===== src/pkg/urm_params.svh =====
/*
  Constants for the multidrop UART receive channel: register word indices,
  field positions, reset values and time-out figures.
  Assumes inclusion by bare name from every file that needs a constant.
*/
`ifndef URM_PARAMS_SVH
`define URM_PARAMS_SVH
`define URM_A_RHR 4'h0
`define URM_A_IER 4'h1
`define URM_A_ISR 4'h2
`define URM_A_LCR 4'h3
`define URM_A_LSR 4'h5
`define URM_A_MSR 4'h6
`define URM_A_CFG 4'h7
`define URM_A_DLD 4'h8
`define URM_A_EFR 4'h9
`define URM_A_TRG 4'hB
`define URM_A_XO2 4'hD
`define URM_RST_DLL 8'h01
`define URM_RST_ZERO 8'h00
`define URM_RST_TRG 8'h01
`define URM_LCR_DLAB 7
`define URM_LCR_PEN 3
`define URM_LCR_EVEN 4
`define URM_LCR_FORCE 5
`define URM_DLD_POL 7
`define URM_DLD_MD 6
`define URM_DLD_XPCHK 5
`define URM_DLD_FIR 4
`define URM_EFR_SCD 5
`define URM_EFR_ENH 4
`define URM_MSR_RXDIS 2
`define URM_FCR_EN 0
`define URM_FCR_RXCLR 1
`define URM_TO_CHARS 6'h04
`define URM_TO_BITS 6'h0C
`define URM_CHAR_EXTRA 6'h07
`define URM_ISR_LSR 6'h06
`define URM_ISR_RDA 6'h04
`define URM_ISR_TO 6'h0C
`define URM_ISR_MS 6'h00
`define URM_ISR_XO 6'h10
`define URM_ISR_CR 6'h20
`define URM_ISR_NONE 6'h01
`endif


===== src/pkg/urm_pkg.sv =====
/*
  Types for the multidrop UART receive channel.
  Assumes the constants header is compiled alongside.
*/
`default_nettype none
package urm_pkg;
  typedef enum logic [4:0] {
    URM_IDLE = 5'b00001,
    URM_START = 5'b00010,
    URM_DATA = 5'b00100,
    URM_PAR = 5'b01000,
    URM_STOP = 5'b10000
  } urm_rx_state_t;
  typedef enum logic [1:0] {
    URM_OS16 = 2'b00,
    URM_OS8 = 2'b01,
    URM_OS4 = 2'b10
  } urm_os_t;
endpackage
`default_nettype wire


===== src/urm_rx_top.sv =====
/*
  Receive channel of a UART with 9-bit multidrop and auto address
  detection, register slave on Avalon-MM with waitrequest.
  Assumes one 125 MHz clock, synchronous active-low reset, transmitter
  and flow-control logic on the same clock supplying their status.
*/
`include "urm_params.svh"
`default_nettype none
module urm_rx_top
  import urm_pkg::*;
#(
  parameter int DEPTH = 256,
  parameter int AW = 8
) (
  input wire logic clk_in,
  input wire logic rst_b_in,
  input wire logic [3:0] avs_address_in,
  input wire logic avs_read_in,
  input wire logic avs_write_in,
  input wire logic [31:0] avs_writedata_in,
  output logic [31:0] avs_readdata_out,
  output logic avs_waitrequest_out,
  input wire logic rxd_in,
  input wire logic cts_in,
  input wire logic rts_level_in,
  input wire logic tx_active_in,
  input wire logic tx_holding_empty_in,
  input wire logic tx_shift_empty_in,
  input wire logic xoff_detect_in,
  input wire logic [3:0] modem_delta_in,
  output logic irq_out,
  output logic dir_out,
  output logic ir_quarter_width_out,
  output logic [7:0] rx_char_out,
  output logic rx_char_strobe_out,
  output logic flow_char_ok_out
);
  // ----------------------------------------------------------------
  // declarations
  // ----------------------------------------------------------------
  logic ack_r, ack_nxt;
  logic [31:0] rdata_r, rdata_nxt;
  logic [7:0] dll_r, dll_nxt, dlm_r, dlm_nxt, dld_r, dld_nxt;
  logic [7:0] ier_r, ier_nxt, lcr_r, lcr_nxt, efr_r, efr_nxt;
  logic [7:0] trg_r, trg_nxt, xo2_r, xo2_nxt, cfg_r, cfg_nxt;
  logic fen_r, fen_nxt, rxdis_r, rxdis_nxt, ovr_r, ovr_nxt;
  logic lsri_r, lsri_nxt, tout_r, tout_nxt;
  logic ctsf_r, ctsf_nxt, rtsf_r, rtsf_nxt, xof_r, xof_nxt;
  logic irq_r, irq_nxt, dir_r, dir_nxt;
  logic [7:0] chr_r, chr_nxt;
  logic chs_r, chs_nxt, fok_r, fok_nxt;
  logic [5:0] tcnt_r, tcnt_nxt;
  urm_rx_state_t st_r, st_nxt;
  logic [7:0] sh_r, sh_nxt;
  logic [3:0] scnt_r, scnt_nxt, ocnt_r, ocnt_nxt;
  logic [2:0] bitn_r, bitn_nxt;
  logic par_r, par_nxt;
  logic [15:0] bcnt_r, bcnt_nxt;
  logic rx_s1_r, rx_s2_r, rx_p_r, cts_s1_r, cts_s2_r, cts_p_r, rts_p_r;
  logic [AW-1:0] wp_r, wp_nxt, rp_r, rp_nxt;
  logic [AW:0] cnt_r, cnt_nxt, ecnt_r, ecnt_nxt;
  logic [10:0] mem [DEPTH];
  logic req, done, wr, rd, dlab, tick, btick, char_done;
  logic [3:0] os_m1, half_m1;
  logic [2:0] wl_m1;
  logic [7:0] d, rmux, line_status, interrupt_status, modem_status;
  logic [5:0] isr_code, to_limit;
  logic exp_par, pe, fe, bi, keep, md, auto_md, is_addr, match;
  logic rxdis_set, rxdis_clr;
  logic [2:0] errs;
  logic cap_full, push, pop, clr, ovr_set, rda, to_arm;
  logic [10:0] top, next_top;
  logic ie_lsr, ie_rda, ie_to, ie_ms, ie_xo, ie_cr;

  // ----------------------------------------------------------------
  // bus decode
  // ----------------------------------------------------------------
  assign req = avs_read_in | avs_write_in;
  assign avs_waitrequest_out = req & ~ack_r;
  assign done = req & ack_r;
  assign wr = avs_write_in & done;
  assign rd = avs_read_in & done;
  assign dlab = lcr_r[`URM_LCR_DLAB];
  assign avs_readdata_out = rdata_r;

  // ----------------------------------------------------------------
  // bit timing
  // ----------------------------------------------------------------
  assign tick = ({1'b0, bcnt_r} + 17'h00001) >= {1'b0, dlm_r, dll_r};
  always_comb begin
    case (urm_os_t'(cfg_r[1:0]))
      URM_OS8: os_m1 = 4'h7;
      URM_OS4: os_m1 = 4'h3;
      default: os_m1 = 4'hF;
    endcase
  end
  assign half_m1 = os_m1 >> 1;
  assign btick = tick && (ocnt_r == os_m1);
  assign wl_m1 = {1'b1, lcr_r[1:0]};

  // ----------------------------------------------------------------
  // character evaluation and address filtering
  // ----------------------------------------------------------------
  assign d = sh_r >> (~lcr_r[1:0]);
  assign exp_par = lcr_r[`URM_LCR_FORCE] ? ~lcr_r[`URM_LCR_EVEN]
                 : (lcr_r[`URM_LCR_EVEN] ? ^d : ~^d);
  assign pe = lcr_r[`URM_LCR_PEN] & (par_r != exp_par);
  assign fe = ~rx_s2_r;
  assign bi = (d == 8'h00) & ~rx_s2_r & (~lcr_r[`URM_LCR_PEN] | ~par_r);
  assign md = dld_r[`URM_DLD_MD];
  assign auto_md = md & efr_r[`URM_EFR_SCD];
  assign is_addr = par_r;
  assign match = (d == xo2_r);
  always_comb begin
    keep = 1'b1;
    errs = {bi, fe, pe};
    rxdis_set = 1'b0;
    rxdis_clr = 1'b0;
    if (auto_md) begin
      if (is_addr && match) begin
        rxdis_clr = char_done;
        errs = {bi, fe, par_r};
      end else if (is_addr) begin
        keep = 1'b0;
        rxdis_set = char_done;
      end else begin
        keep = ~rxdis_r;
      end
    end else if (md) begin
      keep = is_addr | ~rxdis_r;
    end
  end

  // ----------------------------------------------------------------
  // receive shifter
  // ----------------------------------------------------------------
  always_comb begin
    st_nxt = st_r;
    sh_nxt = sh_r;
    scnt_nxt = scnt_r;
    bitn_nxt = bitn_r;
    par_nxt = par_r;
    char_done = 1'b0;
    bcnt_nxt = tick ? 16'h0000 : bcnt_r + 16'h0001;
    ocnt_nxt = ocnt_r;
    if (tick) begin
      ocnt_nxt = (ocnt_r == os_m1) ? 4'h0 : ocnt_r + 4'h1;
    end
    case (st_r)
      URM_IDLE: begin
        if (rx_p_r && !rx_s2_r) begin
          st_nxt = URM_START;
          scnt_nxt = 4'h0;
        end
      end
      URM_START: begin
        if (tick && scnt_r == half_m1) begin
          st_nxt = rx_s2_r ? URM_IDLE : URM_DATA;
          scnt_nxt = 4'h0;
          bitn_nxt = 3'h0;
        end else if (tick) begin
          scnt_nxt = scnt_r + 4'h1;
        end
      end
      URM_DATA: begin
        if (tick && scnt_r == os_m1) begin
          scnt_nxt = 4'h0;
          sh_nxt = {rx_s2_r, sh_r[7:1]};
          bitn_nxt = bitn_r + 3'h1;
          if (bitn_r == wl_m1) begin
            st_nxt = lcr_r[`URM_LCR_PEN] ? URM_PAR : URM_STOP;
          end
        end else if (tick) begin
          scnt_nxt = scnt_r + 4'h1;
        end
      end
      URM_PAR: begin
        if (tick && scnt_r == os_m1) begin
          scnt_nxt = 4'h0;
          par_nxt = rx_s2_r;
          st_nxt = URM_STOP;
        end else if (tick) begin
          scnt_nxt = scnt_r + 4'h1;
        end
      end
      URM_STOP: begin
        if (tick && scnt_r == os_m1) begin
          char_done = 1'b1;
          st_nxt = URM_IDLE;
        end else if (tick) begin
          scnt_nxt = scnt_r + 4'h1;
        end
      end
      default: begin
        st_nxt = URM_IDLE;
      end
    endcase
    if (!lcr_r[`URM_LCR_PEN] && st_r != URM_PAR) begin
      par_nxt = 1'b0;
    end
  end

  always_ff @(posedge clk_in) begin
    if (!rst_b_in) begin
      st_r <= URM_IDLE;
      sh_r <= 8'h00;
      scnt_r <= 4'h0;
      bitn_r <= 3'h0;
      par_r <= 1'b0;
      bcnt_r <= 16'h0000;
      ocnt_r <= 4'h0;
      rx_s1_r <= 1'b1;
      rx_s2_r <= 1'b1;
      rx_p_r <= 1'b1;
      cts_s1_r <= 1'b0;
      cts_s2_r <= 1'b0;
      cts_p_r <= 1'b0;
      rts_p_r <= 1'b0;
    end else begin
      st_r <= st_nxt;
      sh_r <= sh_nxt;
      scnt_r <= scnt_nxt;
      bitn_r <= bitn_nxt;
      par_r <= par_nxt;
      bcnt_r <= bcnt_nxt;
      ocnt_r <= ocnt_nxt;
      rx_s1_r <= rxd_in;
      rx_s2_r <= rx_s1_r;
      rx_p_r <= rx_s2_r;
      cts_s1_r <= cts_in;
      cts_s2_r <= cts_s1_r;
      cts_p_r <= cts_s2_r;
      rts_p_r <= rts_level_in;
    end
  end

  // ----------------------------------------------------------------
  // receive FIFO
  // ----------------------------------------------------------------
  assign cap_full = fen_r ? (cnt_r == (AW+1)'(DEPTH)) : (cnt_r != '0);
  assign push = char_done & keep & ~cap_full & ~clr;
  assign ovr_set = char_done & keep & cap_full;
  assign pop = rd && !dlab && avs_address_in == `URM_A_RHR && cnt_r != '0;
  assign clr = wr && avs_address_in == `URM_A_ISR
             && (avs_writedata_in[`URM_FCR_RXCLR]
                 || avs_writedata_in[`URM_FCR_EN] != fen_r);
  assign top = mem[rp_r];
  assign next_top = mem[rp_r + AW'(1)];
  always_comb begin
    wp_nxt = push ? wp_r + AW'(1) : wp_r;
    rp_nxt = pop ? rp_r + AW'(1) : rp_r;
    cnt_nxt = cnt_r + (AW+1)'(push) - (AW+1)'(pop);
    ecnt_nxt = ecnt_r + (AW+1)'(push && errs != 3'h0)
             - (AW+1)'(pop && top[10:8] != 3'h0);
    if (clr) begin
      wp_nxt = '0;
      rp_nxt = '0;
      cnt_nxt = '0;
      ecnt_nxt = '0;
    end
  end
  always_ff @(posedge clk_in) begin
    if (push) begin
      mem[wp_r] <= {errs, d};
    end
  end
  always_ff @(posedge clk_in) begin
    if (!rst_b_in) begin
      wp_r <= '0;
      rp_r <= '0;
      cnt_r <= '0;
      ecnt_r <= '0;
    end else begin
      wp_r <= wp_nxt;
      rp_r <= rp_nxt;
      cnt_r <= cnt_nxt;
      ecnt_r <= ecnt_nxt;
    end
  end

  // ----------------------------------------------------------------
  // status views
  // ----------------------------------------------------------------
  assign rda = fen_r ? (cnt_r >= (AW+1)'(trg_r)) : (cnt_r != '0);
  assign line_status = {ecnt_r != '0,
                tx_shift_empty_in, tx_holding_empty_in,
                (cnt_r != '0) ? top[10:8] : 3'h0,
                ovr_r,
                cnt_r != '0};
  assign modem_status = {5'h00, rxdis_r, 2'h0};
  assign to_limit = `URM_TO_CHARS * (`URM_CHAR_EXTRA + {4'h0, lcr_r[1:0]})
                  + `URM_TO_BITS;
  assign to_arm = fen_r && cnt_r != '0 && !rda;
  assign ie_lsr = ier_r[2] & lsri_r;
  assign ie_rda = ier_r[0] & rda;
  assign ie_to = ier_r[0] & tout_r;
  assign ie_ms = ier_r[3] & (|modem_delta_in);
  assign ie_xo = efr_r[`URM_EFR_ENH] & ier_r[5] & xof_r;
  assign ie_cr = efr_r[`URM_EFR_ENH] & ((ier_r[7] & ctsf_r) | (ier_r[6] & rtsf_r));
  always_comb begin
    if (ie_lsr) isr_code = `URM_ISR_LSR;
    else if (ie_rda) isr_code = `URM_ISR_RDA;
    else if (ie_to) isr_code = `URM_ISR_TO;
    else if (ie_ms) isr_code = `URM_ISR_MS;
    else if (ie_xo) isr_code = `URM_ISR_XO;
    else if (ie_cr) isr_code = `URM_ISR_CR;
    else isr_code = `URM_ISR_NONE;
  end
  assign interrupt_status = {fen_r, fen_r, isr_code};
  always_comb begin
    case (avs_address_in)
      `URM_A_RHR: rmux = dlab ? dll_r : top[7:0];
      `URM_A_IER: rmux = dlab ? dlm_r : ier_r;
      `URM_A_ISR: rmux = interrupt_status;
      `URM_A_LCR: rmux = lcr_r;
      `URM_A_LSR: rmux = line_status;
      `URM_A_MSR: rmux = modem_status;
      `URM_A_CFG: rmux = cfg_r;
      `URM_A_DLD: rmux = dlab ? dld_r : 8'h00;
      `URM_A_EFR: rmux = efr_r;
      `URM_A_TRG: rmux = cnt_r > (AW+1)'(8'hFF) ? 8'hFF : cnt_r[7:0];
      `URM_A_XO2: rmux = xo2_r;
      default: rmux = 8'h00;
    endcase
  end

  // ----------------------------------------------------------------
  // registers and flags
  // ----------------------------------------------------------------
  always_comb begin
    ack_nxt = req & ~ack_r;
    rdata_nxt = (avs_read_in && ack_nxt) ? {24'h000000, rmux} : rdata_r;
    dll_nxt = dll_r;
    dlm_nxt = dlm_r;
    dld_nxt = dld_r;
    ier_nxt = ier_r;
    lcr_nxt = lcr_r;
    efr_nxt = efr_r;
    trg_nxt = trg_r;
    xo2_nxt = xo2_r;
    cfg_nxt = cfg_r;
    fen_nxt = fen_r;
    rxdis_nxt = rxdis_r;
    if (wr) begin
      case (avs_address_in)
        `URM_A_RHR: if (dlab) dll_nxt = avs_writedata_in[7:0];
        `URM_A_IER: begin
          if (dlab) dlm_nxt = avs_writedata_in[7:0];
          else ier_nxt = avs_writedata_in[7:0] & 8'hEF;
        end
        `URM_A_ISR: fen_nxt = avs_writedata_in[`URM_FCR_EN];
        `URM_A_LCR: lcr_nxt = avs_writedata_in[7:0];
        `URM_A_MSR: rxdis_nxt = avs_writedata_in[`URM_MSR_RXDIS];
        `URM_A_CFG: cfg_nxt = {6'h00, avs_writedata_in[1:0]};
        `URM_A_DLD: if (dlab) dld_nxt = avs_writedata_in[7:0];
        `URM_A_EFR: efr_nxt = avs_writedata_in[7:0];
        `URM_A_TRG: trg_nxt = avs_writedata_in[7:0];
        `URM_A_XO2: xo2_nxt = avs_writedata_in[7:0];
        default: ;
      endcase
    end
    if (rxdis_set) rxdis_nxt = 1'b1;
    if (rxdis_clr) rxdis_nxt = 1'b0;
    ovr_nxt = ovr_set | (ovr_r & ~(rd && avs_address_in == `URM_A_LSR));
    lsri_nxt = (push && errs != 3'h0) || ovr_set
             || (pop && cnt_r > (AW+1)'(1) && next_top[10:8] != 3'h0)
             || (lsri_r && !(rd && avs_address_in == `URM_A_LSR));
    tcnt_nxt = tcnt_r;
    if (push || pop || !to_arm) tcnt_nxt = 6'h00;
    else if (btick && tcnt_r != to_limit) tcnt_nxt = tcnt_r + 6'h01;
    tout_nxt = (to_arm && tcnt_r == to_limit && !push)
             || (tout_r && !pop && to_arm);
    ctsf_nxt = (cts_s2_r & ~cts_p_r & efr_r[`URM_EFR_ENH])
             || (ctsf_r && !(rd && avs_address_in == `URM_A_MSR));
    rtsf_nxt = (rts_level_in & ~rts_p_r & efr_r[`URM_EFR_ENH])
             || (rtsf_r && !(rd && avs_address_in == `URM_A_MSR));
    xof_nxt = xoff_detect_in || (xof_r && !(rd && avs_address_in == `URM_A_ISR));
    irq_nxt = ie_lsr | ie_rda | ie_to | ie_ms | ie_xo | ie_cr;
    dir_nxt = tx_active_in ^ dld_r[`URM_DLD_POL];
    chs_nxt = char_done;
    chr_nxt = char_done ? d : chr_r;
    fok_nxt = char_done & ~(dld_r[`URM_DLD_XPCHK] & pe);
  end

  always_ff @(posedge clk_in) begin
    if (!rst_b_in) begin
      ack_r <= 1'b0;
      rdata_r <= 32'h00000000;
      dll_r <= `URM_RST_DLL;
      dlm_r <= `URM_RST_ZERO;
      dld_r <= `URM_RST_ZERO;
      ier_r <= `URM_RST_ZERO;
      lcr_r <= `URM_RST_ZERO;
      efr_r <= `URM_RST_ZERO;
      trg_r <= `URM_RST_TRG;
      xo2_r <= `URM_RST_ZERO;
      cfg_r <= `URM_RST_ZERO;
      fen_r <= 1'b0;
      rxdis_r <= 1'b0;
      ovr_r <= 1'b0;
      lsri_r <= 1'b0;
      tout_r <= 1'b0;
      tcnt_r <= 6'h00;
      ctsf_r <= 1'b0;
      rtsf_r <= 1'b0;
      xof_r <= 1'b0;
      irq_r <= 1'b0;
      dir_r <= 1'b0;
      chs_r <= 1'b0;
      chr_r <= 8'h00;
      fok_r <= 1'b0;
    end else begin
      ack_r <= ack_nxt;
      rdata_r <= rdata_nxt;
      dll_r <= dll_nxt;
      dlm_r <= dlm_nxt;
      dld_r <= dld_nxt;
      ier_r <= ier_nxt;
      lcr_r <= lcr_nxt;
      efr_r <= efr_nxt;
      trg_r <= trg_nxt;
      xo2_r <= xo2_nxt;
      cfg_r <= cfg_nxt;
      fen_r <= fen_nxt;
      rxdis_r <= rxdis_nxt;
      ovr_r <= ovr_nxt;
      lsri_r <= lsri_nxt;
      tout_r <= tout_nxt;
      tcnt_r <= tcnt_nxt;
      ctsf_r <= ctsf_nxt;
      rtsf_r <= rtsf_nxt;
      xof_r <= xof_nxt;
      irq_r <= irq_nxt;
      dir_r <= dir_nxt;
      chs_r <= chs_nxt;
      chr_r <= chr_nxt;
      fok_r <= fok_nxt;
    end
  end

  assign irq_out = irq_r;
  assign dir_out = dir_r;
  assign ir_quarter_width_out = dld_r[`URM_DLD_FIR];
  assign rx_char_out = chr_r;
  assign rx_char_strobe_out = chs_r;
  assign flow_char_ok_out = fok_r;
endmodule // urm_rx_top
`default_nettype wire


===== config.mk =====
export PLATFORM = sky130hd
export DESIGN_NAME = urm_rx_top
export DESIGN_NICKNAME = d
export VERILOG_FILES = /design/src/pkg/urm_pkg.sv /design/src/urm_rx_top.sv
export VERILOG_INCLUDE_DIRS = /design/src /design/src/pkg
export SDC_FILE = /design/constraint.sdc
export NUM_CORES = 2
export LEC_CHECK = 0
export ABC_AREA = 0
export BUFFER_PORTS_ARGS = -buffer_cell sky130_fd_sc_hd__buf_4
export CORE_MARGIN = 5
export CORE_UTILIZATION = 63
export CTS_CLUSTER_DIAMETER = 100
export DETAILED_ROUTE_END_ITERATION = 8
export GPL_ROUTABILITY_DRIVEN = 1
export PLACE_DENSITY_LB_ADDON = 0.05
export SLEW_MARGIN = 0
export SYNTH_ARGS = -nofsm -noshare
export SYNTH_HDL_FRONTEND = slang
export SYNTH_SLANG_ARGS = --single-unit

===== constraint.sdc =====
create_clock -name clk_in -period 39.9 [get_ports clk_in]
set_input_delay 7.98 -clock clk_in [delete_from_list [all_inputs] [get_ports clk_in]]
set_output_delay 7.98 -clock clk_in [all_outputs]
set_load 0.005 [all_outputs]

== Word-level counts from Yosys, hierarchy flattened ==
Memories as Yosys holds them, arrays and structs flattened. A register that Yosys moved wholly into a read port is not among the register bits.
Cells that the tools add are included.

* Latch bits: 0
* Register bits after elaboration: 182
* Memory bits (read-only): 0
* Logic and storage cells: 294
* Input bits: 51
* Memories: 1
* Output and inout bits: 46
* Memory bits (writable): 2,816

* Equality and inequality tests: 35
* Multipliers: 0
* Magnitude comparators: 4
* Shifts and indexed selects: 1
* Multiplexer cells: 56
* Bitwise logic cells: 54
* Add/subtract/negate cells: 14
* Reduce and logical (&&, ||, !) cells: 86
* Div/mod/pow operators: 0

{| class="wikitable"
|+ Memories
! memory !! words !! bits a word !! read ports !! clocked after Yosys merged registers in !! write ports !! line !! RTL
|-
| mem || 256 || 11 || 2 || 1 || 1 || urm_rx_top.sv:62 || <nowiki>logic [10:0] mem [DEPTH];</nowiki>
|}

{| class="wikitable"
|+ Operator list
! operator !! number
|-
| $pmux W8 S11 || 1
|-
| $mux W8 || 6
|-
| $mux W6 || 6
|-
| $mux W5 || 7
|-
| $logic_and A1 B1 Y1 || 30
|-
| $and A1 B1 Y1 || 28
|-
| $pmux W5 S5 || 1
|-
| $mux W4 || 6
|-
| $mux W1 || 22
|-
| $add A9 B1 Y9 || 2
|-
| $reduce_and A2 Y1 || 9
|-
| $reduce_and A3 Y1 || 6
|-
| $reduce_bool A9 Y1 || 2
|-
| $sub A9 B1 Y9 || 2
|-
| $add A16 B1 Y17 const B || 1
|-
| $ge A17 B16 Y1 || 1
|-
| $add A16 B1 Y16 const B || 1
|-
| $add A8 B1 Y8 const B || 2
|-
| $eq A4 B4 Y1 const B || 4
|-
| $pmux W4 S4 || 1
|-
| $ne A2 B2 Y1 const B || 7
|-
| $not A1 Y1 || 14
|-
| $eq A4 B3 Y1 const B || 3
|-
| $mux W3 || 4
|-
| other kinds (44) || 84
|}

== Depth between registers and ports, before layout ==
* Depth in word-level cells: 14
* Mapped depth: 28
* Mapped depth without buffers: 27

== Worst setup path after synthesis ==
OpenSTA, ideal clock, no wires.

* Path type: flip-flop to flip-flop
* Start: register lcr_r[0]
* End: memory mem[0][10] (data pin)
* Required time: 35.417 ns
* Arrival time: 25.938 ns
* Clock period less this slack: 30.421 ns
* Buffers on the path: 2
* Library setup time: 4.483 ns
* Path slack: 9.479 ns
* Cell stages (with the launch flop): 8
* Cells stage by stage: dfxtp_1 buf_2 buf_2 mux2i_1 inv_1 ha_1 inv_1 a2111oi_0

* Longest elaborated chain between the ends: 5

{| class="wikitable"
|+ RTL lines
! what !! line !! RTL
|-
| start, declared || urm_rx_top.sv:44 || <nowiki>logic [7:0] ier_r, ier_nxt, lcr_r, lcr_nxt, efr_r, efr_nxt;</nowiki>
|-
| start signal, assigned || urm_rx_top.sv:393 || <nowiki>lcr_r <= `URM_RST_ZERO;</nowiki>
|-
| start signal, assigned || urm_rx_top.sv:419 || <nowiki>lcr_r <= lcr_nxt;</nowiki>
|-
| $not A2 Y2 || urm_rx_top.sv:104 || <nowiki>assign d = sh_r >> (~lcr_r[1:0]);</nowiki>
|-
| $shr A8 B2 Y8 || urm_rx_top.sv:104 ||
|-
| named net d[5] || urm_rx_top.sv:66 || <nowiki>logic [7:0] d, rmux, line_status, interrupt_status, modem_status;</nowiki>
|-
| $logic_not A8 Y1 || urm_rx_top.sv:109 || <nowiki>assign bi = (d == 8'h00) & ~rx_s2_r & (~lcr_r[`URM_LCR_PEN] | ~par_r);</nowiki>
|-
| $and A1 B1 Y1 (2 in a row) || urm_rx_top.sv:109 ||
|-
| named net bi || urm_rx_top.sv:68 || <nowiki>logic exp_par, pe, fe, bi, keep, md, auto_md, is_addr, match;</nowiki>
|-
| end, declared || urm_rx_top.sv:62 ||
|}

The timed path passes the listed nets, and every way through them passes these cells.

== Final worst setup path ==
* Start: input port avs_read_in
* End: output port avs_waitrequest_out

* Longest elaborated chain between the ends: 2

{| class="wikitable"
|+ RTL lines
! what !! line !! RTL
|-
| start, declared || urm_rx_top.sv:18 || <nowiki>input wire logic avs_read_in,</nowiki>
|-
| $or A1 B1 Y1 || urm_rx_top.sv:78 || <nowiki>assign req = avs_read_in | avs_write_in;</nowiki>
|-
| $and A1 B1 Y1 || urm_rx_top.sv:79 || <nowiki>assign avs_waitrequest_out = req & ~ack_r;</nowiki>
|-
| end, declared || urm_rx_top.sv:22 || <nowiki>output logic avs_waitrequest_out,</nowiki>
|}

Every way passes these cells.

==> results.md <==
* Critical Path Source: avs_read_in
* Min cycle time layout at between 15,000 and 20,000 ps
* Layout filler cell count at 12.4k
* Kind of critical path: in -> out
* Max-slew violations at 0
* Starting density of the core at between 60% and 70%
* Cell accounting for the most synthesized area: edfxtp_1
* Area share of the largest cell type after synthesis at slightly below 70%
* Total power draw at between 6 and 7 mW
* Clock latency on the worst-skew pair at around 960 ps
* Max-capacitance violation count at 1
* Worst Hold Margin at 437 ps
* Share of flip-flops with an asynchronous set or reset after synthesis at 0%
* Routed length per placed instance at approximately 36 µm
* Hold crit path type: reg -> reg
* Maximum frequency from static timing analysis at 0.0608 GHz
* Pin count of the biggest net entering global routing at ~210
* Distinct cell type count of the synthesized netlist at 85
* Top post-synthesis cells by area: edfxtp_1 (68%), mux4_2 (14%), dfxtp_1 (3.1%), nor2_1 (1.5%), mux2i_1 (1.2%)
* Power spent charging and discharging nets at around 1.3 mW
* CP Capture Type: output port
* Die extent in x at 453 µm
* Critical path peak fanout at 6
* Share of post-route cells with drive strength above 1 at 21.7%
* Standard-cell row count at between 150 and 200
* Post-Syn Area at around 120,000 µm²
* Post-synth EDFFs at roughly 2.8k
* Yosys warnings at 0
* Post-synthesis average cell area at around 18 µm²
* Via count of the first global-routing pass at around 68k
* Cts bufs inserted at between 300 and 400
* Slew Limit Headroom at roughly 1.1%
* Setup TNS Final at 0 ps
* Peak ir drop on the vdd network at 47.8 µV
* #FFs+latches synth at between 3k and 4k
* Number of buffers inserted by port buffering at 48
* Total track usage at roughly a third
* Static Leakage at between 40 and 50 nW
* First-pass GRT wire length at approximately 500,000 µm
* H-tree level count at 5
* Gp weighted congestion at slightly below 1
* Post-route DRC at 0
* Switching share of power at roughly 20%
* Worst-path clk slew at approximately 60 ps
* Area of the multi-input gates at around 33,000 µm²
* Worst Clk Skew at ~53 ps
* Wire length after detailed routing at 358,000 µm
* Vias at roughly 70k
* Combinational share of power at under 10%
* Detailed placer's ending HPWL at around 220,000 µm
* Number of nets still failing antenna checks after routing at 0
* Number of hold violations in the final report at 0
* Area enclosed by the die boundary at just over 200,000 µm²
* Final setup fails at 0
* Max Buffers Root-to-Sink at 4
* Number of instances resized during post-cts repair at 0
* Aggregate global routing overflow at 0
* PnR worst setup slack at around 23,000 ps
* Floorplan Core Area at just under 200,000 µm²
* Portion of total power attributed to sequential cells at 53.4%
* Sequential share of the synthesized area at 71.6%
* Worst setup slack after placement at around 23,000 ps
* Vert. Die Dim at between 400 and 500 µm
* Clock tree root buffer cell: clkbuf_16
* Synthesized instance count at 6,791
* Failing checks: capacitance limit
* Design internal power at about 5.1 mW
* Pwr Density at between 40 and 50 nW/µm²
* Number of placed I/O pins at just under 100
* Slew at the pin closest to its max-slew limit at between 1000 and 1500 ps
* Clock tree from TritonCTS: built
* Critical path startpoint category: primary input
* Leading register cell type out of synthesis: edfxtp_1
* Number of nets in the layout at 7,109
* Count of buffers added by post-CTS timing repair for setup at 0
* Number of antenna violations at the first check in global routing at 19
* Cell Count Post-Placement at ~9.3k
* Setup repair after global routing missed its margin: no
* Area Overhead vs Synth at 11.0%
* Reg area at roughly 88,000 µm²
* Clock net sink count at around 3.0k
* Number of buffers inserted for hold repair after clock tree synthesis at 0
* Final Cycle Share at between 40% and 50%
* Post-detailed-route via-to-cell ratio at 7.11
* Worst EP arrival at between 8000 and 9000 ps
* Status: finished, violations left
* Data required time at the worst endpoint at 31,920 ps
* Beginning of the worst hold path: rx_s1_r
* Number of violations reported at the end of detailed-routing iteration 0 at 11.2k
* Number of standard cells in the layout, taps in and fillers out at around 9.9k
* Detailed-routing iteration count for the pre-antenna-repair pass at 6
* Clock network power share at 44.7%
[routing by layer]
layer  routed length, µm  GRT usage [%]
met5                 185          0.933
met4               18400           15.9
met3               49700           11.1
met2              159000           50.5
met1              130000           50.2
[cell type report]
type                       count  share of cell area, %
tap                         2624                   2.40
inverter                      87                  0.266
sequential                  3006                   64.5
clock inverter               138                   1.03
multi-input combinational   3292                   23.9
antenna                       21                 0.0384
clock buffer                 407                   6.21
timing repair buffer         275                   1.61
[final timing paths]
check                              to  slack [ps]  cells after the start
hold / removal                rx_s2_r         440                      1
setup reg to reg            ecnt_r[8]       31690                     24
setup / recovery  avs_waitrequest_out       23450                      4
hold reg to reg               rx_s2_r         440                      1
[power by group through the flow]
stage	Combinational [mW]	Clock [mW]	Sequential, mW
after floorplan	0.0931	0	3.48
after global placement	0.121	0	3.48
after detailed placement	0.122	0	3.48
after CTS	0.123	2.88	3.42
after global routing	0.138	3.02	3.42
final	0.124	2.86	3.42
[critical path, cell delays in order]
cell	delay, ps
buf_4	140
nor2_1	150
nor2_1	60
buf_4	140
[registers in the layout, indices dropped and copies added, names as in the netlist, 9 cells and up, named ones only]
name / count
bcnt_r: 16
mem: 2816
cnt_r: 9
ecnt_r: 9
[logic make-up (layout without fill, tap and decap cells)]
family	count (synthesis)	in the layout	synth area share, %
fa+ha+maj	80	80	0.823
mux	943	943	15.5
xor+xnor	68	68	0.482
simple gates	1437	1437	5.63
compound gates	740	740	3.97
buf+inv	516	907	2.06
flops	3006	3006	71.6
other cells	1	45	0.00304
[synth_stat cells (all sizes together), types with 9 or more instances]
master	n
a311oi	15
nand4	35
a211oi	68
clkbuf	201
dfxtp	190
a22oi	66
and3	36
o21bai	12
xor2	20
o22ai	51
nand2b	25
mux2	30
nand3b	9
nor2b	33
buf	228
mux4	768
o221ai	10
inv	83
or3	15
xnor2	48
o311ai	11
ha	78
a2111oi	34
o211ai	17
nand3	129
nor3	173
mux2i	145
a31oi	37
nor4	122
edfxtp	2816
a21oi	214
or4	11
o21ai	93
nor2	491
or2	10
o31ai	19
a221oi	11
and2	42
nand2	279
[stage by stage]
stage	area (µm²)	utilization (%)
2_1_floorplan	124000	-
3_3_place_gp	127000	65.1
3_5_place_dp	127000	65.1
4_1_cts	137000	70.2
5_1_grt	137000	70.2
6_report	137000	70.3
[cells in the final DEF (no fill, tap or decap), types with 18 or more instances in the layout]
cell	instances
nand4_1	35
o31ai_1	19
dfxtp_1	182
o22ai_1	51
xnor2_1	45
diode_2	21
a21oi_1	213
nor2_1	487
edfxtp_1	2816
o21ai_0	92
mux2_2	30
ha_1	77
clkbuf_1	74
buf_4	263
nor3_1	173
clkinv_2	46
conb_1	24
nand2_1	279
clkbuf_16	324
mux2i_1	144
clkinv_1	52
nor4_1	119
a211oi_1	68
mux4_2	764
xor2_1	18
bufinv_16	29
inv_1	76
a31oi_1	36
a2111oi_0	30
nor2b_1	30
nand2b_1	25
a22oi_1	66
nand3_1	115
and3_1	36
and2_1	41
Note: power is estimated with default switching activity, not from simulation.
